**src/core/sff_params.svh**
```systemverilog
// Constants for the slot B fault flag bank and its register controller
`ifndef SFF_PARAMS_SVH
`define SFF_PARAMS_SVH

// ----------------------------------------------------------------------
// Command bytes of the flag registers
// ----------------------------------------------------------------------
`define SFF_CMD_SLOT_B_FLAGS  8'h05
`define SFF_CMD_COMMON_FLAGS  8'h06
`define SFF_SLOT_B_FLAGS_RST  8'h00
`define SFF_COMMON_FLAGS_RST  8'h00

// ----------------------------------------------------------------------
// Slot B flag register fields
// ----------------------------------------------------------------------
`define SFF_SB_TRIP_MIRROR    7
`define SFF_SB_MAIN_ON        6
`define SFF_SB_AUX_ON         5
`define SFF_SB_OC_MSB         4
`define SFF_SB_OC_WIDTH       5
`define SFF_OC_AUX            4
`define SFF_OC_NEG12          3
`define SFF_OC_POS12          2
`define SFF_OC_FIVE           1
`define SFF_OC_THREE          0

// ----------------------------------------------------------------------
// Common flag register fields
// ----------------------------------------------------------------------
`define SFF_CF_GP_B           5
`define SFF_CF_GP_A           4
`define SFF_CF_SUPPRESS       3
`define SFF_CF_UNDERVOLT      2
`define SFF_CF_OVERTEMP       1
`define SFF_CF_EVT_WIDTH      2

// ----------------------------------------------------------------------
// Controller registers on AHB-Lite (byte addresses)
// ----------------------------------------------------------------------
`define SFF_HOST_CMD_OFS      8'h00
`define SFF_HOST_STATUS_OFS   8'h04
`define SFF_HOST_PINS_OFS     8'h08
`define SFF_HOST_CMD_WE_BIT   16
`define SFF_HOST_ST_BUSY_BIT  8
`define SFF_HOST_ST_INT_BIT   9
`define SFF_HOST_ST_FLT_BIT   10
`define SFF_HOST_PINS_RST     2'h0

`endif

```
**src/core/sff_pkg.sv**
```systemverilog
// Types shared by the slot B flag bank and its controller
package sff_pkg;

  typedef enum logic [0:0] {
    SFF_HOST_IDLE,
    SFF_HOST_WAIT
  } sff_host_state_t;

  typedef struct packed {
    logic       main_fault;
    logic       aux_fault;
    logic       suppress;
    logic       ack;
    logic [7:0] rdata;
    logic       fault_n;
    logic       int_n;
    logic       main_allow;
    logic       aux_allow;
  } sff_dev_state_t;

  typedef struct packed {
    sff_host_state_t st;
    logic            req;
    logic            we;
    logic [7:0]      cmd;
    logic [7:0]      wdata;
    logic [7:0]      rdata;
    logic [1:0]      pins;
    logic            dp_write;
    logic [7:0]      dp_addr;
    logic [31:0]     hrdata;
    logic            hreadyout;
  } sff_host_state_s_t;

endpackage

```
**src/core/sff_link_if.sv**
```systemverilog
// Command link and slot pins between controller and flag bank
interface sff_link_if;
  logic       req;
  logic       we;
  logic [7:0] cmd;
  logic [7:0] wdata;
  logic       ack;
  logic [7:0] rdata;
  logic       main_request_pin;
  logic       aux_request_pin;
  logic       trip_n;
  logic       int_n;

  modport dev (
    input  req,
    input  we,
    input  cmd,
    input  wdata,
    input  main_request_pin,
    input  aux_request_pin,
    output ack,
    output rdata,
    output trip_n,
    output int_n
  );

  modport host (
    output req,
    output we,
    output cmd,
    output wdata,
    output main_request_pin,
    output aux_request_pin,
    input  ack,
    input  rdata,
    input  trip_n,
    input  int_n
  );
endinterface

```
**src/core/sff_dev_end.sv**
```systemverilog
// Slot B fault and common flag registers of the hot-plug controller
//
// Behaviour
// - main-state bit shows real main outputs
// - aux-state bit shows real aux output
// - five overcurrent flags, one per supply
// - flags zero and outputs off after reset
// - command byte 05h selects slot B flags
// - writing one clears flag; last clear releases interrupt
// - reading leaves the fault pin alone
// - mirror bit is one while pin low
// - main fault clears on main request low
// - aux fault clears on aux request low
// - both faults need both requests low
// - register control keeps fault signals inactive
// - register control needs request pins grounded
// - common flag register layout at 06h
// - mask bit suppresses interrupt, no alert response
// - undervoltage flag only while main requested
// - overtemperature trip sets its flag
// - temperature and voltage flags clear by one
// - slot B flag register bit layout
`include "sff_params.svh"

module sff_dev_end #(
  parameter int OC_WIDTH = `SFF_SB_OC_WIDTH
) (
  input  wire logic                hclk,
  input  wire logic                hresetn,
  sff_link_if.dev                  link,
  input  wire logic                main_on,
  input  wire logic                aux_on,
  input  wire logic [OC_WIDTH-1:0] oc_event,
  input  wire logic                uv_lockout,
  input  wire logic                overtemp_trip,
  input  wire logic                slot_a_gp_input,
  input  wire logic                slot_b_gp_input,
  input  wire logic                register_path_control,
  input  wire logic                main_enable_bit,
  input  wire logic                aux_enable_bit,
  output logic                     main_allow,
  output logic                     aux_allow
);
  import sff_pkg::*;

  if (OC_WIDTH != `SFF_SB_OC_WIDTH) begin : g_chk
    $error("sff_dev_end: OC_WIDTH must match the register layout");
  end

  sff_dev_state_t st_r;
  sff_dev_state_t st_nxt;

  logic [OC_WIDTH-1:0]         oc_flags;
  logic [OC_WIDTH-1:0]         oc_clr;
  logic [`SFF_CF_EVT_WIDTH-1:0] cf_set;
  logic [`SFF_CF_EVT_WIDTH-1:0] cf_clr;
  logic [`SFF_CF_EVT_WIDTH-1:0] cf_flags;
  logic                         take;
  logic                         sel_slot_b;
  logic                         sel_common;
  logic                         main_oc;
  logic                         aux_oc;
  logic                         trip_now;

  // ----------------------------------------------------------------------
  // Register words
  // ----------------------------------------------------------------------
  function automatic logic [7:0] slot_b_word(
    input logic                mirror,
    input logic                main_state,
    input logic                aux_state,
    input logic [OC_WIDTH-1:0] oc
  );
    logic [7:0] w;
    w = `SFF_SLOT_B_FLAGS_RST;
    w[`SFF_SB_TRIP_MIRROR] = mirror;
    w[`SFF_SB_MAIN_ON]     = main_state;
    w[`SFF_SB_AUX_ON]      = aux_state;
    w[`SFF_SB_OC_MSB:0]    = oc;
    return w;
  endfunction

  function automatic logic [7:0] common_word(
    input logic gp_b,
    input logic gp_a,
    input logic suppress,
    input logic uv,
    input logic ot
  );
    logic [7:0] w;
    // Top two bits and bit 0 stay zero
    w = `SFF_COMMON_FLAGS_RST;
    w[`SFF_CF_GP_B]      = gp_b;
    w[`SFF_CF_GP_A]      = gp_a;
    w[`SFF_CF_SUPPRESS]  = suppress;
    w[`SFF_CF_UNDERVOLT] = uv;
    w[`SFF_CF_OVERTEMP]  = ot;
    return w;
  endfunction

  // ----------------------------------------------------------------------
  // Command decode
  // ----------------------------------------------------------------------
  // A held request is taken once; the ack cycle masks the repeat
  assign take       = link.req && !st_r.ack;
  assign sel_slot_b = (link.cmd == `SFF_CMD_SLOT_B_FLAGS);
  assign sel_common = (link.cmd == `SFF_CMD_COMMON_FLAGS);

  always_comb begin
    oc_clr = '0;
    cf_clr = '0;
    if (take && link.we && sel_slot_b) begin
      oc_clr = link.wdata[`SFF_SB_OC_MSB:0];
    end
    if (take && link.we && sel_common) begin
      cf_clr[1] = link.wdata[`SFF_CF_UNDERVOLT];
      cf_clr[0] = link.wdata[`SFF_CF_OVERTEMP];
    end
  end

  // ----------------------------------------------------------------------
  // Event flags
  // ----------------------------------------------------------------------
  // Undervoltage only counts while main power was wanted
  assign cf_set[1] = uv_lockout
                     && (link.main_request_pin || main_enable_bit);
  assign cf_set[0] = overtemp_trip;

  sff_sticky_flags #(
    .WIDTH (OC_WIDTH)
  ) u_oc_flags (
    .hclk    (hclk),
    .hresetn (hresetn),
    .set     (oc_event),
    .clr     (oc_clr),
    .flags   (oc_flags)
  );

  sff_sticky_flags #(
    .WIDTH (`SFF_CF_EVT_WIDTH)
  ) u_common_flags (
    .hclk    (hclk),
    .hresetn (hresetn),
    .set     (cf_set),
    .clr     (cf_clr),
    .flags   (cf_flags)
  );

  // ----------------------------------------------------------------------
  // Fault pin latches
  // ----------------------------------------------------------------------
  assign main_oc = |oc_event[`SFF_OC_NEG12:`SFF_OC_THREE];
  assign aux_oc  = oc_event[`SFF_OC_AUX];

  always_comb begin
    st_nxt = st_r;

    // Main trip held until the main request drops; a new trip wins
    if (register_path_control) begin
      st_nxt.main_fault = 1'b0;
    end else if (main_oc) begin
      st_nxt.main_fault = 1'b1;
    end else if (!link.main_request_pin) begin
      st_nxt.main_fault = 1'b0;
    end

    if (register_path_control) begin
      st_nxt.aux_fault = 1'b0;
    end else if (aux_oc) begin
      st_nxt.aux_fault = 1'b1;
    end else if (!link.aux_request_pin) begin
      st_nxt.aux_fault = 1'b0;
    end

    // Pin stays low until both causes are gone
    trip_now = st_nxt.main_fault || st_nxt.aux_fault;
    // Pin depends on fault state only, never on a read
    st_nxt.fault_n = !trip_now;

    // Mask bit is plain read/write
    if (take && link.we && sel_common) begin
      st_nxt.suppress = link.wdata[`SFF_CF_SUPPRESS];
    end

    // Unmapped commands read zero and ignore writes
    st_nxt.ack = take;
    if (take && !link.we) begin
      if (sel_slot_b) begin
        st_nxt.rdata = slot_b_word(!st_r.fault_n, main_on, aux_on,
                                   oc_flags);
      end else if (sel_common) begin
        st_nxt.rdata = common_word(slot_b_gp_input, slot_a_gp_input,
                                   st_r.suppress, cf_flags[1],
                                   cf_flags[0]);
      end else begin
        st_nxt.rdata = 8'h00;
      end
    end

    // Level from the registered flags; clearing the last set flag releases it
    st_nxt.int_n = !((|oc_flags || |cf_flags)
                     && !st_nxt.suppress);

    // Power only while asked for and not tripped
    st_nxt.main_allow = (link.main_request_pin || main_enable_bit)
                        && !st_nxt.main_fault;
    st_nxt.aux_allow  = (link.aux_request_pin || aux_enable_bit)
                        && !st_nxt.aux_fault;
  end

  // ----------------------------------------------------------------------
  // State register
  // ----------------------------------------------------------------------
  always_ff @(posedge hclk or negedge hresetn) begin
    if (!hresetn) begin
      st_r            <= '0;
      st_r.fault_n    <= 1'b1;
      st_r.int_n      <= 1'b1;
    end else begin
      st_r <= st_nxt;
    end
  end

  assign link.ack    = st_r.ack;
  assign link.rdata  = st_r.rdata;
  assign link.trip_n = st_r.fault_n;
  assign link.int_n  = st_r.int_n;
  assign main_allow  = st_r.main_allow;
  assign aux_allow   = st_r.aux_allow;
endmodule

```
**src/core/sff_sticky_flags.sv**
```systemverilog
// Sticky event flags, write-one-to-clear, set beats clear
module sff_sticky_flags #(
  parameter int WIDTH = 5
) (
  input  wire logic             hclk,
  input  wire logic             hresetn,
  input  wire logic [WIDTH-1:0] set,
  input  wire logic [WIDTH-1:0] clr,
  output logic      [WIDTH-1:0] flags
);
  import sff_pkg::*;

  typedef struct packed {
    logic [WIDTH-1:0] flags;
  } sff_sticky_t;

  sff_sticky_t st_r;
  sff_sticky_t st_nxt;

  if (WIDTH < 1) begin : g_chk
    $error("sff_sticky_flags: WIDTH must be at least 1");
  end

  // ----------------------------------------------------------------------
  // Next state
  // ----------------------------------------------------------------------
  always_comb begin
    st_nxt = st_r;
    // A clear racing a new event must not hide it
    st_nxt.flags = (st_r.flags & ~clr) | set;
  end

  always_ff @(posedge hclk or negedge hresetn) begin
    if (!hresetn) begin
      st_r <= '0;
    end else begin
      st_r <= st_nxt;
    end
  end

  assign flags = st_r.flags;
endmodule

```
**src/flat_wrapper.sv**
```systemverilog
// flat-port wrapper written by rule: the top's interface ports become plain ports
module sff_dev_end_flat import sff_pkg::*;
#(
  parameter int OC_WIDTH = `SFF_SB_OC_WIDTH
)
  (hclk, hresetn, main_on, aux_on, oc_event, uv_lockout, overtemp_trip, slot_a_gp_input, slot_b_gp_input, register_path_control, main_enable_bit, aux_enable_bit, main_allow, aux_allow, link_req, link_we, link_cmd, link_wdata, link_main_request_pin, link_aux_request_pin, link_ack, link_rdata, link_trip_n, link_int_n);
  sff_link_if link_i ();
  input  wire logic hclk;
  input  wire logic hresetn;
  input  wire logic main_on;
  input  wire logic aux_on;
  input  wire logic [OC_WIDTH-1:0] oc_event;
  input  wire logic uv_lockout;
  input  wire logic overtemp_trip;
  input  wire logic slot_a_gp_input;
  input  wire logic slot_b_gp_input;
  input  wire logic register_path_control;
  input  wire logic main_enable_bit;
  input  wire logic aux_enable_bit;
  output logic main_allow;
  output logic aux_allow;
  input wire logic [$bits(link_i.req)-1:0] link_req;
  input wire logic [$bits(link_i.we)-1:0] link_we;
  input wire logic [$bits(link_i.cmd)-1:0] link_cmd;
  input wire logic [$bits(link_i.wdata)-1:0] link_wdata;
  input wire logic [$bits(link_i.main_request_pin)-1:0] link_main_request_pin;
  input wire logic [$bits(link_i.aux_request_pin)-1:0] link_aux_request_pin;
  output wire logic [$bits(link_i.ack)-1:0] link_ack;
  output wire logic [$bits(link_i.rdata)-1:0] link_rdata;
  output wire logic [$bits(link_i.trip_n)-1:0] link_trip_n;
  output wire logic [$bits(link_i.int_n)-1:0] link_int_n;
  assign link_i.req = link_req;
  assign link_i.we = link_we;
  assign link_i.cmd = link_cmd;
  assign link_i.wdata = link_wdata;
  assign link_i.main_request_pin = link_main_request_pin;
  assign link_i.aux_request_pin = link_aux_request_pin;
  assign link_ack = link_i.ack;
  assign link_rdata = link_i.rdata;
  assign link_trip_n = link_i.trip_n;
  assign link_int_n = link_i.int_n;
  sff_dev_end #(.OC_WIDTH(OC_WIDTH)) u_core (.hclk(hclk), .hresetn(hresetn), .link(link_i), .main_on(main_on), .aux_on(aux_on), .oc_event(oc_event), .uv_lockout(uv_lockout), .overtemp_trip(overtemp_trip), .slot_a_gp_input(slot_a_gp_input), .slot_b_gp_input(slot_b_gp_input), .register_path_control(register_path_control), .main_enable_bit(main_enable_bit), .aux_enable_bit(aux_enable_bit), .main_allow(main_allow), .aux_allow(aux_allow));
endmodule
```
**config.mk**
```make
export PLATFORM = sky130hd
export DESIGN_NAME = sff_dev_end_flat
export DESIGN_NICKNAME = d
export VERILOG_FILES = /design/src/core/sff_pkg.sv /design/src/core/sff_link_if.sv /design/src/core/sff_dev_end.sv /design/src/core/sff_sticky_flags.sv /design/src/flat_wrapper.sv
export VERILOG_INCLUDE_DIRS = /design/src /design/src/core
export SDC_FILE = /design/constraint.sdc
export NUM_CORES = 1
export LEC_CHECK = 0
export BUFFER_PORTS_ARGS = -buffer_cell sky130_fd_sc_hd__buf_4
export CAP_MARGIN = 20
export CELL_PAD_IN_SITES_DETAIL_PLACEMENT = 1
export CELL_PAD_IN_SITES_GLOBAL_PLACEMENT = 2
export CORE_UTILIZATION = 27
export DETAILED_ROUTE_END_ITERATION = 16
export PLACE_DENSITY_LB_ADDON = 0.1
export SLEW_MARGIN = 30
export SYNTH_ARGS = -nofsm -noshare
export SYNTH_HDL_FRONTEND = slang
export SYNTH_SLANG_ARGS = --single-unit
export TNS_END_PERCENT = 5
```
**constraint.sdc**
```tcl
create_clock -name hclk -period 1.6 [get_ports hclk]
set_input_delay 0.32 -clock hclk [delete_from_list [all_inputs] [get_ports hclk]]
set_output_delay 0.32 -clock hclk [all_outputs]
set_load 0.005 [all_outputs]
```
# Yosys cells after proc, flatten, opt, wreduce, memory -nomap -nowiden
# Cells that the tools add are included.
[totals] register_bits=23 input_bits=36 out_inout_bits=13 wordCells=54
[classes] n_eq_ne=2 n_mux=11 bitwise_logic=6 n_reduce_logical=24
[op_table] op="equality test 8 x 3 -> 1 bit, second input constant" n=2
[op_table] op="logical AND 1 bit" n=9
[op_table] op="zero test 1 bit" n=8
[op_table] op="two-way mux 8 bit" n=1
[op_table] op="two-way mux 1 bit" n=7
[op_table] op="two-way mux 6 bit" n=1
[op_table] op="bitwise AND 5 bit" n=1
[op_table] op="two-way mux 5 bit" n=1
[op_table] op="inverter 5 bit" n=1
[op_table] op="OR 5 bit" n=1
[op_table] op="OR reduction 5 bit" n=1
[op_table] op="logical OR 1 bit" n=4
[op_table] op="OR reduction 4 bit" n=1
[op_table] op="bitwise AND 2 bit" n=1
[op_table] op="two-way mux 2 bit" n=1
[op_table] op="inverter 2 bit" n=1
[op_table] op="OR 2 bit" n=1
[op_table] op="OR reduction 2 bit" n=1

# Depth between registers and ports, before layout
[depth] word_depth=8 mapped_depth=4

# Cells and area by module
# A second synthesis with hierarchy kept.
[unflattened] hier_cells=116 area_unflattened_um2=1109.8
[modules_own_cells] mod="sff_dev_end" instances=1 cells_each=95 area_per_inst_um2=855.8
[modules_own_cells] mod="sff_sticky_flags (u_core.u_oc_flags)" instances=1 cells_each=15 area_per_inst_um2=181.4
[modules_own_cells] mod="sff_sticky_flags (u_core.u_common_flags)" instances=1 cells_each=6 area_per_inst_um2=72.6

# Least setup slack after synthesis
# OpenSTA, ideal clock, no wires.
[synth_timing] path_type="register to register" start="register u_core.st_r (netlist bit u_core.link.ack)" end="register u_core.st_r (netlist bit u_core.link.rdata[4])" setup_ns=0.127 arrival_ns=1.306 required_ns=1.473 slack_ns=0.167 stages_incl_launch_ff=5 path_buffers=1 synth_period_minus_slack_ns=1.433 path_cell_list="dfrtp_1 -> or3b_1 -> clkbuf_2 -> and2_0 -> a221o_2"
[synth_between] elab_chain_cells=3
[synth_rtl] element="start: declaration" line="sff_dev_end.sv:50" text="sff_dev_state_t st_r;"
[synth_rtl] element="start signal: assignment" line="sff_dev_end.sv:220" text="st_r <= st_nxt;"
[synth_rtl] element="zero test 1 bit" line="sff_dev_end.sv:105" text="assign take = link.req && !st_r.ack;"
[synth_rtl] element="logical AND 1 bit" line="sff_dev_end.sv:105"
[synth_rtl] element="logical AND 1 bit" line="sff_dev_end.sv:187" text="if (take && !link.we) begin"
# No other way between the ends.
# A chain may end at the register's enable or synchronous reset.

# Worst setup path after layout
[layout_timing] start="register u_core.st_r (netlist bit u_core.link.ack)" end="register u_core.st_r (netlist bit u_core.link.rdata[3])"
# The elaborated chain is that of the path after synthesis.

==> impl_metrics.toml <==
[outcome]
status = "completed"

[clock_network]
clockBufferDepth = 2
clock_latency_ns = 0.26
cts_tree = "done"
cts_buffers = 3
cts_sinks = 23
clock_tree.root_cell = "clkbuf_8"
htreeDepth = 1
cts_resized = 0
clkTransAtPathRegs_ns = 0.08

[synth]
ys_types = 28
ys_dominant_reg_cell = "dfrtp_1"
synth.avg_cell_area_um2 = 11.9
syn-num-nets = 127
ys_ff_latch = 23
netlist_instances = 91
ys_warn_count = 0
syn_area_um2 = 1080
synth_edf_count = 0
seq_area_frac_synth = 0.535
async_reset_ff_frac = 1.00

[critical_path]
slowest_stage = "or3b_1"
r2r_end = "u_core.link.rdata[3]$_DFFE_PN0P_"
path_cells = "or3b_1, and2_0, a221o_2"
critPathTopFamily = "simple AND/OR/NAND/NOR gates"
worstRegToRegCells = 3
r2r_start = "u_core.link.ack$_DFF_PN0_"
path_buf_inv = 0
worstPathMaxFanout = 7
worstPathRequired_ns = 1.75
r2r_slack_ns = 0.1
endpoint_kind = "register"
crit_type = "register to register"
cp.arrival_ns = 1.65
start_kind = "register"
crit_path_max_incr_delay_ns = 0.47

[worst_hold_path]
holdPathEnd = "u_core.u_common_flags.flags[0]$_DFF_PN0_"
min_from = "overtemp_trip"
hold_depth = 2
hp-class = "input port to register"

[placement]
gp_congestion = 0.715
dpl_worst_slack_ns = 0.0353
dp.cells = 176
place_area_um2 = 1420
hpwl_mm = 2.02
port_buffers = 45

[routing]
drtAntennaViolNets = 0
via_per_inst = 4.77
via_count = 863
finalWirelength_mm = 2.60
drt_pre_antenna_iters = 4
route.detailed.drc = 0
dr.first_iter.drc_count = 11
wl_per_cell_um = 14.4

[sta]
clock_skew_ns = 0.000823
tightest_slew_ns = 0.441
grt_setup_unrepaired = "false"
setup_violations = 0
setup_slack_ns = 0.0998
fmax_mhz = 667
max_slew_margin = 0.704
hold_viol = 0
tns_ns = 0
final_max_slew_viol_count = 0
period_minus_slack_ns = 1.50
fin_crit_sh = 0.938

[power_and_ir_drop]
totalPowerFinal_mw = 1.10
p_int_mw = 0.850
clkPwrFrac = 0.328
sequentialPowerShare = 0.546
switchingPower_mw = 0.252
p_sw_frac = 0.229
ir_drop_uv = 258
power_density_nw_per_um2 = 744
power_frac_comb = 0.126
leakage_nw = 0.676

[grt]
grt_pass1_wl_mm = 4.28
grt_antenna_before_repair = 0
first_global_vias = 894
gr-total-overflow = 0
track_usage = 0.135
grt_max_degree = 24

[floorplanning]
std_cell_rows = 22
die_w_um = 65.2
core_area_um2 = 3740
dieHeight_um = 65.2
pin_count = 49
die_area_um2 = 4260
start_util = 0.288

[cells_and_area]
instances_no_fill = 181
nNetsFinal = 170
layout_commonest_cell = "buf_4"
drive_gt1_frac = 0.489
area_growth_syn_to_layout_pct = 37.1
fin_area_um2 = 1480
diodes = 0
final_cell_mix = "buf_4, dfrtp_1, nand4_1, nor2_1, a21o_1"

[flow_run]
maxCapViolCount = 0
-- metal layers --
layer / global-route usage / share of wire / vias up
met1: 0.193 / 0.50 / 417
met4: 0.0489 / 0.013 / 0
li1: - / - / 414
met5: 0 / 0 / -
met3: 0.0208 / 0.045 / 4
met2: 0.206 / 0.44 / 28
-- synthesized netlist by cell type (all sizes together), types with 2 or more instances --
cell type   n  area share
dfrtp      21        0.49
buf         9       0.063
nand4       7       0.041
nor2        7       0.024
a21o        6       0.042
a221o       5       0.052
and2        5       0.029
a21oi       4       0.019
a22o        3       0.024
nor4b       3       0.050
clkbuf      2      0.0081
dfstp       2       0.049
inv         2      0.0070
nor2b       2       0.012
nor4        2       0.012
-- registers in the layout, indices dropped and copies added, names as in the netlist --
signal / count
u_core.aux_allow: 1
u_core.link.ack: 1
u_core.link.int_n: 1
u_core.link.rdata: 8
u_core.link.trip_n: 1
u_core.main_allow: 1
u_core.st_r: 3
u_core.u_common_flags.flags: 2
u_core.u_oc_flags.flags: 5
-- worst max path at each step --
stage	cells after the start	slack (ns)	start	to
after CTS	3	0.08	u_core.link.ack$_DFF_PN0_	u_core.link.rdata[3]$_DFFE_PN0P_
after detailed placement	4	0.04	link_we	u_core.link.rdata[3]$_DFFE_PN0P_
final	3	0.1	u_core.link.ack$_DFF_PN0_	u_core.link.rdata[3]$_DFFE_PN0P_
after global placement	4	0.05	link_we	u_core.link.rdata[3]$_DFFE_PN0P_
after global routing	3	0.01	u_core.link.ack$_DFF_PN0_	u_core.link.rdata[2]$_DFFE_PN0P_
after floorplan	4	0.17	u_core.link.ack$_DFF_PN0_	u_core.link.rdata[4]$_DFFE_PN0P_
-- power by group through the flow --
stage / sequential [mW] / combinational, mW / clock [mW]
2_1_floorplan: 0.613 / 0.0328 / 0
3_3_place_gp: 0.613 / 0.137 / 0
3_5_place_dp: 0.613 / 0.140 / 0
4_1_cts: 0.602 / 0.142 / 0.374
5_1_grt: 0.603 / 0.155 / 0.398
6_report: 0.601 / 0.139 / 0.361
-- final cells by class --
class	instances	area (um2)
Clock buffer	3	41.3
Clock inverter	1	5.00
Fill cell	441	2260
Inverter	2	7.51
Multi-Input combinational cell	55	418
Sequential cell	23	578
Tap cell	48	60.1
Timing Repair Buffer	49	370
-- kinds of logic (layout without fill, tap and decap cells) --
group / Yosys count / count (layout) / share of synthesized area
flip-flops: 23 / 23 / 0.535
multiplexers: 2 / 2 / 0.0197
AND/OR/NAND/NOR: 34 / 34 / 0.222
AO/OA/AOI/OAI: 19 / 19 / 0.145
buffers and inverters: 13 / 55 / 0.0776
-- per-stage QoR --
step | hold slack (ns) | util
after floorplan | 0.0244 | -
after global placement | 0.234 | 0.380
after detailed placement | 0.233 | 0.380
after CTS | 0.224 | 0.395
after global routing | 0.225 | 0.395
final | 0.227 | 0.395
-- what timing repair did --
action,CTS,global route
endpoints found under the hold margin,21,0
hold buffers,1,0
buffers inserted,0,0
(Power assumes the default switching activity.)
